**src/gds_pkg.sv**
```systemverilog
// gds_pkg: shared constants for the 16-bit serial frame link
// assumes a 20 MHz system clock on both ends
package gds_pkg;
  // ***************************
  // frame layout
  // ***************************
  localparam int FRAME_BITS = 16;
  localparam int CMD_BIT = 15;
  localparam int ADDR_HI = 14;
  localparam int ADDR_LO = 8;
  localparam int DATA_HI = 7;
  localparam int DIAG_ADDR = 0;
  localparam int LOW_SUPPLY_BIT = 2;
  localparam logic [15:0] WORD_RST = 16'h0000;
  // ***************************
  // timing
  // ***************************
  localparam int CLK_NS = 50;
  localparam int FRAME_GAP_NS = 400;
  localparam int LEAD_NS = 200;
  localparam int LAG_NS = 200;
  localparam int FRAME_GAP_CYC = (FRAME_GAP_NS + CLK_NS - 1) / CLK_NS;
  localparam int LEAD_CYC = (LEAD_NS + CLK_NS - 1) / CLK_NS;
  localparam int LAG_CYC = (LAG_NS + CLK_NS - 1) / CLK_NS;
  localparam int SCLK_HALF_CYC = 8;
  // ***************************
  // host register map
  // ***************************
  localparam logic [7:0] CTRL_OFS = 8'h00;
  localparam logic [7:0] TX_OFS = 8'h04;
  localparam logic [7:0] RX_OFS = 8'h08;
  localparam logic [7:0] STAT_OFS = 8'h0C;
  localparam int START_BIT = 0;
  localparam int BUSY_BIT = 0;
  localparam int DONE_BIT = 1;
  typedef logic [15:0] gds_word_t;
endpackage

```
**src/gds_if.sv**
```systemverilog
// gds_if: serial link between frame master and frame slave
// assumes the bench resolves the released data-out line
interface gds_if;
  logic sclk;
  logic chip_select_low;
  logic mosi;
  logic miso_drv;
  logic miso_oe;
  logic miso;
  // released line reads low here; the bench may model a real float
  assign miso = miso_oe & miso_drv;
  modport dev (input sclk, input chip_select_low, input mosi, output miso_drv, output miso_oe);
  modport host (output sclk, output chip_select_low, output mosi, input miso);
endinterface

```
**src/gds_sync.sv**
```systemverilog
// gds_sync: two-flop synchroniser for asynchronous levels
// assumes each bit is an independent level
module gds_sync #(parameter int W = 1)
(
  // clock and reset
  input wire logic mclk_i,
  input wire logic reset_i,
  // levels
  input wire logic [W-1:0] d_i,
  output logic [W-1:0] q_o
);
  logic [W-1:0] meta_r;
  always_ff @(posedge mclk_i or posedge reset_i)
  begin
    if (reset_i)
    begin
      meta_r <= '0;
      q_o <= '0;
    end
    else
    begin
      meta_r <= d_i;
      q_o <= meta_r;
    end
  end
endmodule // gds_sync

```
**src/gds_dev.sv**
```systemverilog
// gds_dev: slave end of the 16-bit frame link with a small register store
// assumes link pins are asynchronous to mclk_i and sclk is well below mclk_i/4
import gds_pkg::*;

module gds_dev
(
  // clock and reset
  input wire logic mclk_i,
  input wire logic reset_i,
  // link
  gds_if.dev link,
  // user side
  input wire logic [7:0] diag_i,
  output logic wr_stb_o,
  output logic [6:0] wr_addr_o,
  output logic [7:0] wr_data_o,
  output logic transfer_error_flag_o
);
  import gds_pkg::*;

  // ***************************
  // pin sampling
  // ***************************
  logic [2:0] pins_s;
  logic sclk_s, csn_s, mosi_s;
  logic sclk_d_r, csn_d_r;
  logic sclk_rise, sclk_fall, sel_fall, sel_rise;

  gds_sync #(.W(3)) u_sync
  (
    .mclk_i(mclk_i),
    .reset_i(reset_i),
    .d_i({link.sclk, ~link.chip_select_low, link.mosi}),
    .q_o(pins_s)
  );

  // select passes inverted so the synchroniser's reset low reads as deselected;
  // otherwise a false select fall follows every reset and eats the first answer
  assign sclk_s = pins_s[2];
  assign csn_s = ~pins_s[1];
  assign mosi_s = pins_s[0];

  // idle level of select is high, so the delay flop resets high
  always_ff @(posedge mclk_i or posedge reset_i)
  begin
    if (reset_i)
    begin
      sclk_d_r <= 1'b0;
      csn_d_r <= 1'b1;
    end
    else
    begin
      sclk_d_r <= sclk_s;
      csn_d_r <= csn_s;
    end
  end

  assign sclk_rise = sclk_s & ~sclk_d_r;
  assign sclk_fall = ~sclk_s & sclk_d_r;
  assign sel_fall = ~csn_s & csn_d_r;
  assign sel_rise = csn_s & ~csn_d_r;

  // ***************************
  // frame state
  // ***************************
  typedef enum logic [1:0] {GDS_IDLE = 2'b01, GDS_FRAME = 2'b10} gds_state_t;
  gds_state_t state_r;

  always_ff @(posedge mclk_i or posedge reset_i)
  begin
    if (reset_i)
      state_r <= GDS_IDLE;
    else
    begin
      case (state_r)
        GDS_IDLE: if (sel_fall) state_r <= GDS_FRAME;
        GDS_FRAME: if (sel_rise) state_r <= GDS_IDLE;
        default: state_r <= GDS_IDLE;
      endcase
    end
  end

  // ***************************
  // register store and answer
  // ***************************
  logic [7:0] mem_r [0:127];
  logic ter_r;
  logic low_supply_r;
  logic [6:0] ans_addr_r;
  logic [7:0] diag_word, ans_data;
  gds_word_t ans_word;

  always_comb
  begin
    diag_word = diag_i;
    diag_word[LOW_SUPPLY_BIT] = diag_i[LOW_SUPPLY_BIT] | low_supply_r;
    if (ans_addr_r == 7'(DIAG_ADDR))
      ans_data = diag_word;
    else
      ans_data = mem_r[ans_addr_r];
    ans_word = {ter_r, ans_addr_r, ans_data};
  end

  // ***************************
  // shift buffer and counter
  // ***************************
  gds_word_t buf_r;
  logic [3:0] bit_cnt_r;
  logic seen_r;
  logic good_frame;

  always_ff @(posedge mclk_i or posedge reset_i)
  begin
    if (reset_i)
    begin
      buf_r <= WORD_RST;
      bit_cnt_r <= 4'h0;
      seen_r <= 1'b0;
    end
    else if (state_r == GDS_IDLE)
    begin
      if (sel_fall)
      begin
        buf_r <= ans_word;
        bit_cnt_r <= 4'h0;
        seen_r <= 1'b0;
      end
    end
    else if (sclk_fall & ~csn_s)
    begin
      buf_r <= {buf_r[14:0], mosi_s};
      bit_cnt_r <= bit_cnt_r + 4'h1;
      seen_r <= 1'b1;
    end
  end

  assign good_frame = seen_r & (bit_cnt_r == 4'h0);

  // ***************************
  // command execution
  // ***************************
  logic wr_cmd;
  assign wr_cmd = buf_r[CMD_BIT];

  always_ff @(posedge mclk_i or posedge reset_i)
  begin
    if (reset_i)
    begin
      ter_r <= 1'b1;
      ans_addr_r <= 7'(DIAG_ADDR);
      wr_stb_o <= 1'b0;
      wr_addr_o <= 7'h00;
      wr_data_o <= 8'h00;
    end
    else
    begin
      wr_stb_o <= 1'b0;
      if (state_r == GDS_FRAME && sel_rise)
      begin
        ter_r <= ~good_frame;
        if (!good_frame)
          ans_addr_r <= 7'(DIAG_ADDR);
        else if (wr_cmd)
        begin
          ans_addr_r <= 7'(DIAG_ADDR);
          wr_stb_o <= 1'b1;
          wr_addr_o <= buf_r[ADDR_HI:ADDR_LO];
          wr_data_o <= buf_r[DATA_HI:0];
        end
        else
          ans_addr_r <= buf_r[ADDR_HI:ADDR_LO];
      end
    end
  end

  // store carries no reset; contents are defined only once written
  always_ff @(posedge mclk_i)
  begin
    if (state_r == GDS_FRAME && sel_rise && good_frame && wr_cmd)
      mem_r[buf_r[ADDR_HI:ADDR_LO]] <= buf_r[DATA_HI:0];
  end

  // power-on low-supply report lasts until the first answer leaves
  always_ff @(posedge mclk_i or posedge reset_i)
  begin
    if (reset_i)
      low_supply_r <= 1'b1;
    else if (state_r == GDS_IDLE && sel_fall)
      low_supply_r <= 1'b0;
  end

  always_ff @(posedge mclk_i or posedge reset_i)
  begin
    if (reset_i)
      transfer_error_flag_o <= 1'b1;
    else
      transfer_error_flag_o <= ter_r;
  end

  // ***************************
  // data out pin
  // ***************************
  always_ff @(posedge mclk_i or posedge reset_i)
  begin
    if (reset_i)
    begin
      link.miso_drv <= 1'b0;
      link.miso_oe <= 1'b0;
    end
    else if (state_r == GDS_IDLE)
    begin
      link.miso_drv <= 1'b0;
      link.miso_oe <= sel_fall;
    end
    else if (sel_rise)
    begin
      link.miso_oe <= 1'b0;
      link.miso_drv <= 1'b0;
    end
    else if (sclk_rise)
      link.miso_drv <= buf_r[FRAME_BITS-1];
  end
endmodule // gds_dev

```
**src/flat_wrapper.sv**
```systemverilog
// flat-port wrapper written by rule: the top's interface ports become plain ports
module gds_dev_flat import gds_pkg::*;
  (mclk_i, reset_i, diag_i, wr_stb_o, wr_addr_o, wr_data_o, transfer_error_flag_o, link_sclk, link_chip_select_low, link_mosi, link_miso_drv, link_miso_oe);
  gds_if link_i ();
  input wire logic mclk_i;
  input wire logic reset_i;
  input wire logic [7:0] diag_i;
  output logic wr_stb_o;
  output logic [6:0] wr_addr_o;
  output logic [7:0] wr_data_o;
  output logic transfer_error_flag_o;
  input wire logic [$bits(link_i.sclk)-1:0] link_sclk;
  input wire logic [$bits(link_i.chip_select_low)-1:0] link_chip_select_low;
  input wire logic [$bits(link_i.mosi)-1:0] link_mosi;
  output wire logic [$bits(link_i.miso_drv)-1:0] link_miso_drv;
  output wire logic [$bits(link_i.miso_oe)-1:0] link_miso_oe;
  assign link_i.sclk = link_sclk;
  assign link_i.chip_select_low = link_chip_select_low;
  assign link_i.mosi = link_mosi;
  assign link_miso_drv = link_i.miso_drv;
  assign link_miso_oe = link_i.miso_oe;
  gds_dev u_core (.mclk_i(mclk_i), .reset_i(reset_i), .link(link_i), .diag_i(diag_i), .wr_stb_o(wr_stb_o), .wr_addr_o(wr_addr_o), .wr_data_o(wr_data_o), .transfer_error_flag_o(transfer_error_flag_o));
endmodule
```
**config.mk**
```make
export PLATFORM = sky130hd
export DESIGN_NAME = gds_dev_flat
export DESIGN_NICKNAME = d
export VERILOG_FILES = /design/src/gds_pkg.sv /design/src/gds_if.sv /design/src/gds_sync.sv /design/src/gds_dev.sv /design/src/flat_wrapper.sv
export SDC_FILE = /design/constraint.sdc
export NUM_CORES = 1
export LEC_CHECK = 0
export BUFFER_PORTS_ARGS = -buffer_cell sky130_fd_sc_hd__buf_2
export CAP_MARGIN = 5
export CELL_PAD_IN_SITES_DETAIL_PLACEMENT = 0
export CELL_PAD_IN_SITES_GLOBAL_PLACEMENT = 1
export CORE_ASPECT_RATIO = 0.5
export CORE_MARGIN = 1.5
export CORE_UTILIZATION = 60
export DETAILED_ROUTE_END_ITERATION = 6
export GPL_TIMING_DRIVEN = 0
export PLACE_DENSITY_LB_ADDON = 0.1
export SLEW_MARGIN = 10
export SYNTH_ARGS = -nofsm -noshare
export SYNTH_HDL_FRONTEND = slang
export SYNTH_HIERARCHICAL = 1
export SYNTH_SLANG_ARGS = --single-unit
```
**constraint.sdc**
```tcl
create_clock -name mclk_i -period 6.75 [get_ports mclk_i]
set_input_delay 1.6875 -clock mclk_i [delete_from_list [all_inputs] [get_ports mclk_i]]
set_output_delay 1.6875 -clock mclk_i [all_outputs]
set_load 0.02 [all_outputs]
```
-- Yosys cells after proc, flatten, opt, wreduce, memory -nomap -nowiden
Memories as Yosys holds them, arrays and structs flattened.
Cells that the tools add are included.
- order comparisons: 0
- bitwise logic cells: 13
- $add $sub $neg: 1
- $mul: 0
- shifts and indexed selects: 0
- mux-type cells: 25
- reductions and logical operators: 12
- divide/modulo/power cells: 0
- eq/ne operators: 4
- operators by type and width (kind ; count):
    16-bit two-way mux ; 3
    7-bit two-way mux ; 2
    1-bit two-way mux ; 13
    4-bit two-way mux ; 3
    8-bit two-way mux ; 1
    7-bit logical NOT ; 1
    1-bit AND ; 6
    1-bit NOT ; 6
    4-bit by 1-bit adder with 4-bit output (second input constant) ; 1
    1-bit logical AND ; 4
    4-bit logical NOT ; 1
    2-bit two-way mux ; 2
    2-bit by 1-bit != test with 1-bit output (second input constant) ; 2
    2-bit case mux with 2 select lines ; 1
    2-bit AND reduction ; 2
    2-bit nonzero test ; 2
    3-bit AND reduction ; 1
    3-bit nonzero test ; 1
    2-bit by 1-bit equality test with 1-bit output (second input constant) ; 1
    2-bit equality test (second input constant) ; 1
    1-bit bitwise OR ; 1
- bits in writable memories: 1024
- bits in read-only memories: 0
- input port bits: 13
- output and inout port bits: 19
- register bits after elaboration: 59
- word-level logic and storage cells: 73
- bits in latches: 0
- memories kept: 1
- memory list (name ; words ; bits a word ; rd ports ; clocked after memory_dff ; wr ports ; line ; RTL):
    u_core.mem_r ; 128 ; 8 ; 1 ; 0 ; 1 ; gds_dev.sv:86 ; logic [7:0] mem_r [0:127];

-- Depth between registers and ports, before layout
Gate-level depths: netlist of the first run.
- word-level depth: 7
- mapped depth: 12
- depth with buffers taken out: 8

-- Cells and area by module
Netlist of the first run, hierarchy kept.
- modules (own cells, without submodules) (module ; area an instance (um^2) ; seq. area each (um^2) ; times used ; cells an instance):
    gds_dev ; 42245.5 ; 32082.0 ; 1 ; 2173
    gds_sync ; 153.9 ; 150.1 ; 1 ; 7

-- Least setup slack after synthesis of the first run
Ideal clock, no wire load.
- kind: register -> register
- start point: reg u_core.u_sync.q_o[1]
- end point: mem u_core.mem_r[127][0], enable pin
- data arrival time: 2.344 ns
- cell stages (with the launch flop): 10
- library setup time: 0.371 ns
- slack: 4.035 ns
- period minus slack after synthesis: 2.715 ns
- data required time: 6.379 ns
- buffers on the path: 3
- path through: dfrtp_1 > buf_2 > or4b_1 > buf_2 > nor2_2 > nand2_2 > inv_2 > nand4_1 > buf_2 > nor2_1
- longest elaborated chain between the ends: 7
- ends and longest elaborated chain (what ; line ; RTL):
    start: declaration ; gds_sync.sv:10 ; output logic [W-1:0] q_o
    start signal: assignment ; gds_sync.sv:23 ; q_o <= meta_r;
    1-bit NOT ; gds_dev.sv:40 ; assign csn_s = ~pins_s[1];
    1-bit AND ; gds_dev.sv:61 ; assign sel_rise = csn_s & ~csn_d_r;
    1-bit logical AND (3 in series) ; gds_dev.sv:179 ; if (state_r == GDS_FRAME && sel_rise && good_frame && wr_cmd)
    1-bit two-way mux ; gds_dev.sv:179 ;
    1-bit two-way mux (implied by the code) ; gds_dev.sv:180 ; mem_r[buf_r[ADDR_HI:ADDR_LO]] <= buf_r[DATA_HI:0];
    end: declaration ; gds_dev.sv:86 ;
Every way passes these cells.

-- Worst setup path after layout of the first run
- start point: reg u_core.ans_addr_r[2]
- end point: reg u_core.buf_r[7]
- longest elaborated chain between the ends: 4
- elaborated cells between the ends (all ways): 5
- those cells by class: mux (3); reduce/logical (1); memory (1)
- ends and longest elaborated chain (what ; line ; RTL):
    start: declaration ; gds_dev.sv:89 ; logic [6:0] ans_addr_r;
    start signal: assignment ; gds_dev.sv:150 ; ans_addr_r <= 7'(DIAG_ADDR);
    start signal: assignment ; gds_dev.sv:162 ; ans_addr_r <= 7'(DIAG_ADDR);
    start signal: assignment ; gds_dev.sv:165 ; ans_addr_r <= 7'(DIAG_ADDR);
    memory 128 x 8 bit / 7-bit logical NOT (equally long branches) ; - ;
    8-bit two-way mux * ; gds_dev.sv:97 ; if (ans_addr_r == 7'(DIAG_ADDR))
    16-bit two-way mux * ; gds_dev.sv:122 ; if (sel_fall)
    16-bit two-way mux * ; gds_dev.sv:120 ; else if (state_r == GDS_IDLE)
    end signal: assignment ; gds_dev.sv:124 ; buf_r <= ans_word;
    end signal: assignment ; gds_dev.sv:131 ; buf_r <= {buf_r[14:0], mosi_s};
    end: declaration ; gds_dev.sv:107 ; gds_word_t buf_r;
Mark *: on every way between the ends. The rest lies on a longest branch, timed or not. The select of a mux whose other input is x is not followed.
A chain may end at the register's enable or synchronous reset.

==> results of run 1 <==
[path summary, 6_finish.rpt]
path,start,to
setup / recovery,u_core/ans_addr_r[2],u_core/buf_r[7]
max in group asynchronous,reset_i,u_core/low_supply_r
hold reg to reg,u_core/u_sync/meta_r[0],u_core/u_sync/q_o[0]
min in group asynchronous,reset_i,u_core/u_sync/q_o[0]
setup reg to reg,u_core/ans_addr_r[2],u_core/buf_r[7]
hold / removal,u_core/u_sync/meta_r[0],u_core/u_sync/q_o[0]
[worst max-delay path, cell delays in order (launching register included)]
cell,delay (ns)
dfrtp_1,0.46
buf_2,0.24
buf_2,0.32
nor2_1,0.29
clkbuf_1,0.80
clkbuf_1,0.78
a22oi_1,0.27
a21oi_1,0.90
a21boi_0,0.58
o22ai_1,0.23
[cell usage after synthesis (all sizes together), types with 4 or more instances]
master,number,share of area (%)
nor4,4,0.10
nand4,9,0.13
nand2b,5,0.074
a21oi,36,0.42
nand2,111,0.99
a221oi,8,0.17
and2,8,0.12
a31oi,12,0.18
nor2,169,1.5
a22o,14,0.29
edfxtp,1024,73
o221ai,21,0.43
buf,84,1.4
inv,13,0.12
dfstp,5,0.31
o32ai,4,0.083
dfrtp,54,3.2
a21boi,4,0.071
nand3b,5,0.11
nor3,7,0.083
nand3,30,0.37
mux2i,140,3.3
o22ai,10,0.15
clkbuf,44,0.40
mux2,5,0.13
a2111oi,4,0.11
mux4,198,11
a22oi,72,1.3
nor2b,13,0.19
o21ai,15,0.18
o211ai,4,0.071
a211oi,11,0.19
[cell type report]
cell class	instances	share of cell area, %
Inverter	13	0.104
Sequential cell	1083	68.6
Clock inverter	53	1.17
Tap cell	945	2.51
Multi-Input combinational cell	956	19.9
Buffer	128	1.64
Timing Repair Buffer	43	0.891
Clock buffer	115	5.13
[registers in the layout, indices dropped and copies added (netlist names), 3 cells and up]
name,count
u_core/wr_addr_o,7
u_core/ans_addr_r,7
u_core/buf_r,16
u_core/mem_r,1024
u_core/u_sync/meta_r,3
u_core/u_sync/q_o,3
u_core/bit_cnt_r,4
u_core/wr_data_o,8
[metal layers]
layer	vias to the layer above	share of wire, %	track usage (%)
li1	9155	-	-
met1	12492	38	54.5
met2	1966	40	48.7
met3	284	18	16.7
met4	4	3.8	13.0
met5	-	0.0069	0
[logic make-up after synthesis]
kind of cell | Yosys count | synth area share (%)
AO/OA/AOI/OAI | 230 | 3.94
XOR/XNOR | 1 | 0.0207
adder cells (fa/ha/maj) | 2 | 0.0590
buffers and inverters | 141 | 1.93
flip-flops | 1083 | 76.0
multiplexers | 343 | 14.0
AND/OR/NAND/NOR | 380 | 4.03
[power breakdown]
part / internal, mW / total, mW / switching (mW) / leakage (nW)
clock: 2.93 / 5.36 / 2.43 / 1.44
combinational: 0.324 / 1.27 / 0.950 / 3.19
sequential: 7.95 / 8.29 / 0.342 / 9.89
total: 11.2 / 14.9 / 3.73 / 14.5
[per-stage QoR]
step	utilization [%]	total power, mW	setup WS (ns)	hold WS, ns	instances
floorplan	-	8.90	3.78	0.331	2180
global placement	63.0	9.62	0.943	0.340	3156
detailed placement	63.5	9.64	2.26	0.341	3168
CTS	67.7	14.9	2.23	0.350	3336
global route	67.7	15.2	1.91	0.347	3336
finish	67.7	14.9	1.74	0.348	3336
==> impl_metrics.env, run 1 <==
export IMPL_p_per_area_nw_per_um2=318
export IMPL_rr_worst_depth=9
export IMPL_yosys_register_bits=1083
export IMPL_dieArea_um2=72400
export IMPL_design_area_um2=47000
export IMPL_syn_area_um2=42400
export IMPL_ioPinCount=32
export IMPL_wl_per_cell_um=39.3
export IMPL_max_slew_margin_rel_pct=2.72
export IMPL_worst_pin_slew_ns=1.46
export IMPL_cts_hold_buffers=0
export IMPL_grt_pass1_vias=22552
export IMPL_worstPathArrival_ns=5.60
export IMPL_reg2reg_setup_slack_ns=1.74
export IMPL_initialDrtViolationCount=4444
export IMPL_async_flop_share_pct=5.45
export IMPL_grt_ovfl_total=0
export IMPL_cts_tree="yes"
export IMPL_synth_nets=2195
export IMPL_tritoncts_num_buffers=91
export IMPL_cts_root_buf="clkbuf_16"
export IMPL_path_class="flip-flop to flip-flop"
export IMPL_fin_skew_ns=0.0207
export IMPL_ys_flop_type="edfxtp_1"
export IMPL_dpl_hpwl_um=85700
export IMPL_post_dp_cell_area_um2=44100
export IMPL_drt_antenna_violating_nets=0
export IMPL_setup_viol=0
export IMPL_io_buffers=31
export IMPL_cts_sinks=1083
export IMPL_diodes=0
export IMPL_nets=2331
export IMPL_fmax_ghz=0.200
export IMPL_vias=23901
export IMPL_syn_to_final_growth_pct=10.9
export IMPL_cp_end_kind="flip-flop"
export IMPL_worstSetupStartpointType="flip-flop"
export IMPL_routed_wl_um=131000
export IMPL_grt_pass1_wl_um=177000
export IMPL_cp_max_fo=10
export IMPL_hold_class="flip-flop to flip-flop"
export IMPL_rows=68
export IMPL_globalplace_congestion=0.998
export IMPL_rsz0062_at_grt="false"
export IMPL_layout_drive_gt1_share_pct=20.3
export IMPL_final_cell_mix="edfxtp_1, mux4_2, nor2_1"
export IMPL_synth_edff_count=1024
export IMPL_drv_cap=0
export IMPL_yosysUniqueCellTypes=72
export IMPL_fillers=4552
export IMPL_yosys_warnings=6
export IMPL_worstSkewPairLatency_ns=0.69
export IMPL_multi_input_area_um2=9370
export IMPL_coreArea_um2=69400
export IMPL_clock_path_buffers=3
export IMPL_initial_core_util_pct=61.1
export IMPL_drc=0
export IMPL_clk_pin_slew_ns=0.07
export IMPL_ir_worst_vdd_mv=0.205
export IMPL_post_cts_buffers=0
export IMPL_synth_area_per_cell_um2=19.4
export IMPL_die_h_um=191
export IMPL_antenna_found_initial=5
export IMPL_period_needed_ns=5.01
export IMPL_vias_per_cell=7.16
export IMPL_hold_path_depth=0
export IMPL_status="finished clean"
export IMPL_grt_start_max_net_pins=81
export IMPL_tns_ns=0
export IMPL_finalHoldViolCount=0
export IMPL_layout_commonest_cell="edfxtp_1"
export IMPL_power_leakage_nw=14.5
export IMPL_ys_seq_area_share_pct=76.0
export IMPL_seq_area_um2=32300
export IMPL_finalMaxSlewViolations=0
export IMPL_die_w_um=379
export IMPL_htreeDepth=3
export IMPL_fin_crit_sh_pct=74.2
export IMPL_synth_cells=2180
export IMPL_dr_pass1_iters=6
export IMPL_grtUsageTotal_pct=37.0
export IMPL_required_ns=7.34
export IMPL_ctsResizeCount=0
(Power assumes the default switching activity.)
==> run 2, diff against run 1 <==
--- a/config.mk
+++ b/config.mk
@@ -11,7 +11,7 @@
 export CELL_PAD_IN_SITES_GLOBAL_PLACEMENT = 1
 export CORE_ASPECT_RATIO = 0.5
 export CORE_MARGIN = 1.5
-export CORE_UTILIZATION = 60
+export CORE_UTILIZATION = 50
 export DETAILED_ROUTE_END_ITERATION = 6
 export GPL_TIMING_DRIVEN = 0
 export PLACE_DENSITY_LB_ADDON = 0.1
==> constraint.sdc (replaced) <==
create_clock -name mclk_i -period 4.6 [get_ports mclk_i]
set_input_delay 1.15 -clock mclk_i [delete_from_list [all_inputs] [get_ports mclk_i]]
set_output_delay 1.15 -clock mclk_i [all_outputs]
set_load 0.02 [all_outputs]
==> run 2 against run 1 <==
Against the previous run:
- non-clock buffer count fell by 2
- clock power up 50%
- flip-flop and latch count did not move
- largest cell class unchanged
- highest routed layer unchanged
==> impl_metrics.env, run 2 (synthesized netlist as in run 1, its figures left out) <==
export IMPL_drc=0
export IMPL_switching_share_pct=25.0
export IMPL_drt_antenna_violating_nets=0
export IMPL_setup_ws_ns=0.156
export IMPL_cts_tree="yes"
export IMPL_worst_pin_slew_ns=1.37
export IMPL_grt_pass1_vias=21975
export IMPL_combPwrFrac_pct=8.5
export IMPL_hold_class="flip-flop to flip-flop"
export IMPL_cp_max_fo=10
export IMPL_routed_wl_um=137000
export IMPL_path_class="flip-flop to flip-flop"
export IMPL_design_area_um2=47300
export IMPL_path_cells="buf_2 > buf_2 > nor2b_1 > clkbuf_1 > clkbuf_1 > a22oi_1 > a21oi_1 > a21oi_1 > o22ai_1"
export IMPL_internal_power_mw=16.6
export IMPL_cts_sinks=1083
export IMPL_die_h_um=209
export IMPL_finalHoldViolCount=0
export IMPL_final_cell_mix="edfxtp_1, mux4_2, nor2_1"
export IMPL_globalplace_congestion=0.924
export IMPL_power_leakage_nw=14.5
export IMPL_grt_ovfl_total=0
export IMPL_status="finished clean"
export IMPL_io_buffers=31
export IMPL_finalMaxSlewViolations=0
export IMPL_worstPathArrival_ns=5.06
export IMPL_max_stage_delay_ns=0.85
export IMPL_ctsResizeCount=0
export IMPL_post_cts_buffers=0
export IMPL_largest_reg_flops=1024
export IMPL_required_ns=5.21
export IMPL_fin_skew_ns=0.0189
export IMPL_cts_root_buf="clkbuf_16"
export IMPL_syn_to_final_growth_pct=11.5
export IMPL_dpl_hpwl_um=90500
export IMPL_vias=23856
export IMPL_grtUsageTotal_pct=31.8
export IMPL_slowest_stage="clkbuf_1"
export IMPL_dieArea_um2=86700
export IMPL_cp_end_kind="flip-flop"
export IMPL_setup_viol=0
export IMPL_cts_hold_buffers=0
export IMPL_layout_commonest_cell="edfxtp_1"
export IMPL_dpl_worst_slack_ns=0.220
export IMPL_initial_core_util_pct=50.5
export IMPL_tritoncts_num_buffers=93
export IMPL_max_slew_margin_rel_pct=8.29
export IMPL_rows=75
export IMPL_htreeDepth=3
export IMPL_post_dp_cell_area_um2=44300
export IMPL_dr_pass1_iters=6
export IMPL_coreArea_um2=83900
export IMPL_rsz0062_at_grt="false"
export IMPL_die_w_um=415
export IMPL_cp_buffers_inverters=4
export IMPL_fmax_ghz=0.225
export IMPL_layout_drive_gt1_share_pct=20.3
export IMPL_clk_pin_slew_ns=0.07
export IMPL_antenna_found_initial=3
export IMPL_fin_crit_sh_pct=96.6
export IMPL_nets=2331
export IMPL_ir_worst_vdd_mv=0.312
export IMPL_seq_power_share_pct=55.1
export IMPL_worstSetupStartpointType="flip-flop"
export IMPL_period_needed_ns=4.44
export IMPL_clock_path_buffers=3
export IMPL_ioPinCount=32
export IMPL_grt_pass1_wl_um=185000
export IMPL_grt_start_max_net_pins=79
export IMPL_wl_per_cell_um=39.1
export IMPL_vias_per_cell=6.81
export IMPL_drv_cap=0
export IMPL_hold_worst_slack_ns=0.357
export IMPL_tns_ns=0
export IMPL_clkPwrFrac_pct=36.4
export IMPL_initialDrtViolationCount=4385
export IMPL_fillers=6404
export IMPL_p_switching_mw=5.51
export IMPL_path_delay_family="buffers and inverters"
export IMPL_worstSkewPairLatency_ns=0.69
export IMPL_p_per_area_nw_per_um2=467
[run 2: cell count changes in the layout (fill, tap and decap cells not counted), sizes merged]
cell | previous run | this run
bufinv | 10 | 11
buf | 127 | 125
inv | 16 | 18
clkinv | 34 | 33
clkbuf | 159 | 157
diode | 0 | 1
clkinvlp | 6 | 5
[run 2: path summary, 6_finish.rpt]
path	from	endpoint	slack [ns]	depth (start not counted)
worst max-delay path	u_core/ans_addr_r[3]	u_core/buf_r[1]	0.16	9
worst min-delay path	u_core/u_sync/meta_r[0]	u_core/u_sync/q_o[0]	0.36	0
worst max register to register	u_core/ans_addr_r[3]	u_core/buf_r[1]	0.16	9
worst min register to register	u_core/u_sync/meta_r[0]	u_core/u_sync/q_o[0]	0.36	0
max in group asynchronous	reset_i	u_core/low_supply_r	3.48	3
min in group asynchronous	reset_i	u_core/u_sync/meta_r[0]	0.37	2
[run 2: stage by stage]
stage | utilization, % | power, mW | cells
4_1_cts | 56.4 | 22.1 | 3505
5_1_grt | 56.4 | 22.6 | 3504
3_3_place_gp | 52.4 | 14.2 | 3327
6_report | 56.4 | 22.1 | 3505
3_5_place_dp | 52.8 | 14.2 | 3338
2_1_floorplan | - | 13.1 | 2180
[run 2: power groups by stage]
| stage | sequential (mW) | clock, mW | combinational (mW) |
|---|---|---|---|
| global placement | 13.0 | 0 | 1.14 |
| finish | 12.2 | 8.04 | 1.87 |
| CTS | 12.2 | 8.10 | 1.80 |
| global route | 12.2 | 8.45 | 1.93 |
| detailed placement | 12.4 | 0 | 1.80 |
| floorplan | 12.4 | 0 | 0.635 |
[run 2: final cells by class]
cell class,instances,area (um2),share of cell area (%)
repair buffers,42,415,0.878
inverters,13,48.8,0.103
well taps,1116,1400,2.95
flip-flops and latches,1083,32300,68.2
clock inverters,54,556,1.17
diodes,1,2.50,0.00529
plain buffers,127,766,1.62
clock buffers,113,2460,5.21
multi-input cells,956,9370,19.8
[run 2: metal layers]
| metal | wire (um) | global-route usage (%) |
|---|---|---|
| met1 | 58300 | 50.5 |
| met2 | 54900 | 41.5 |
| met3 | 21300 | 12.4 |
| met4 | 2430 | 5.74 |
| met5 | 46 | 0 |
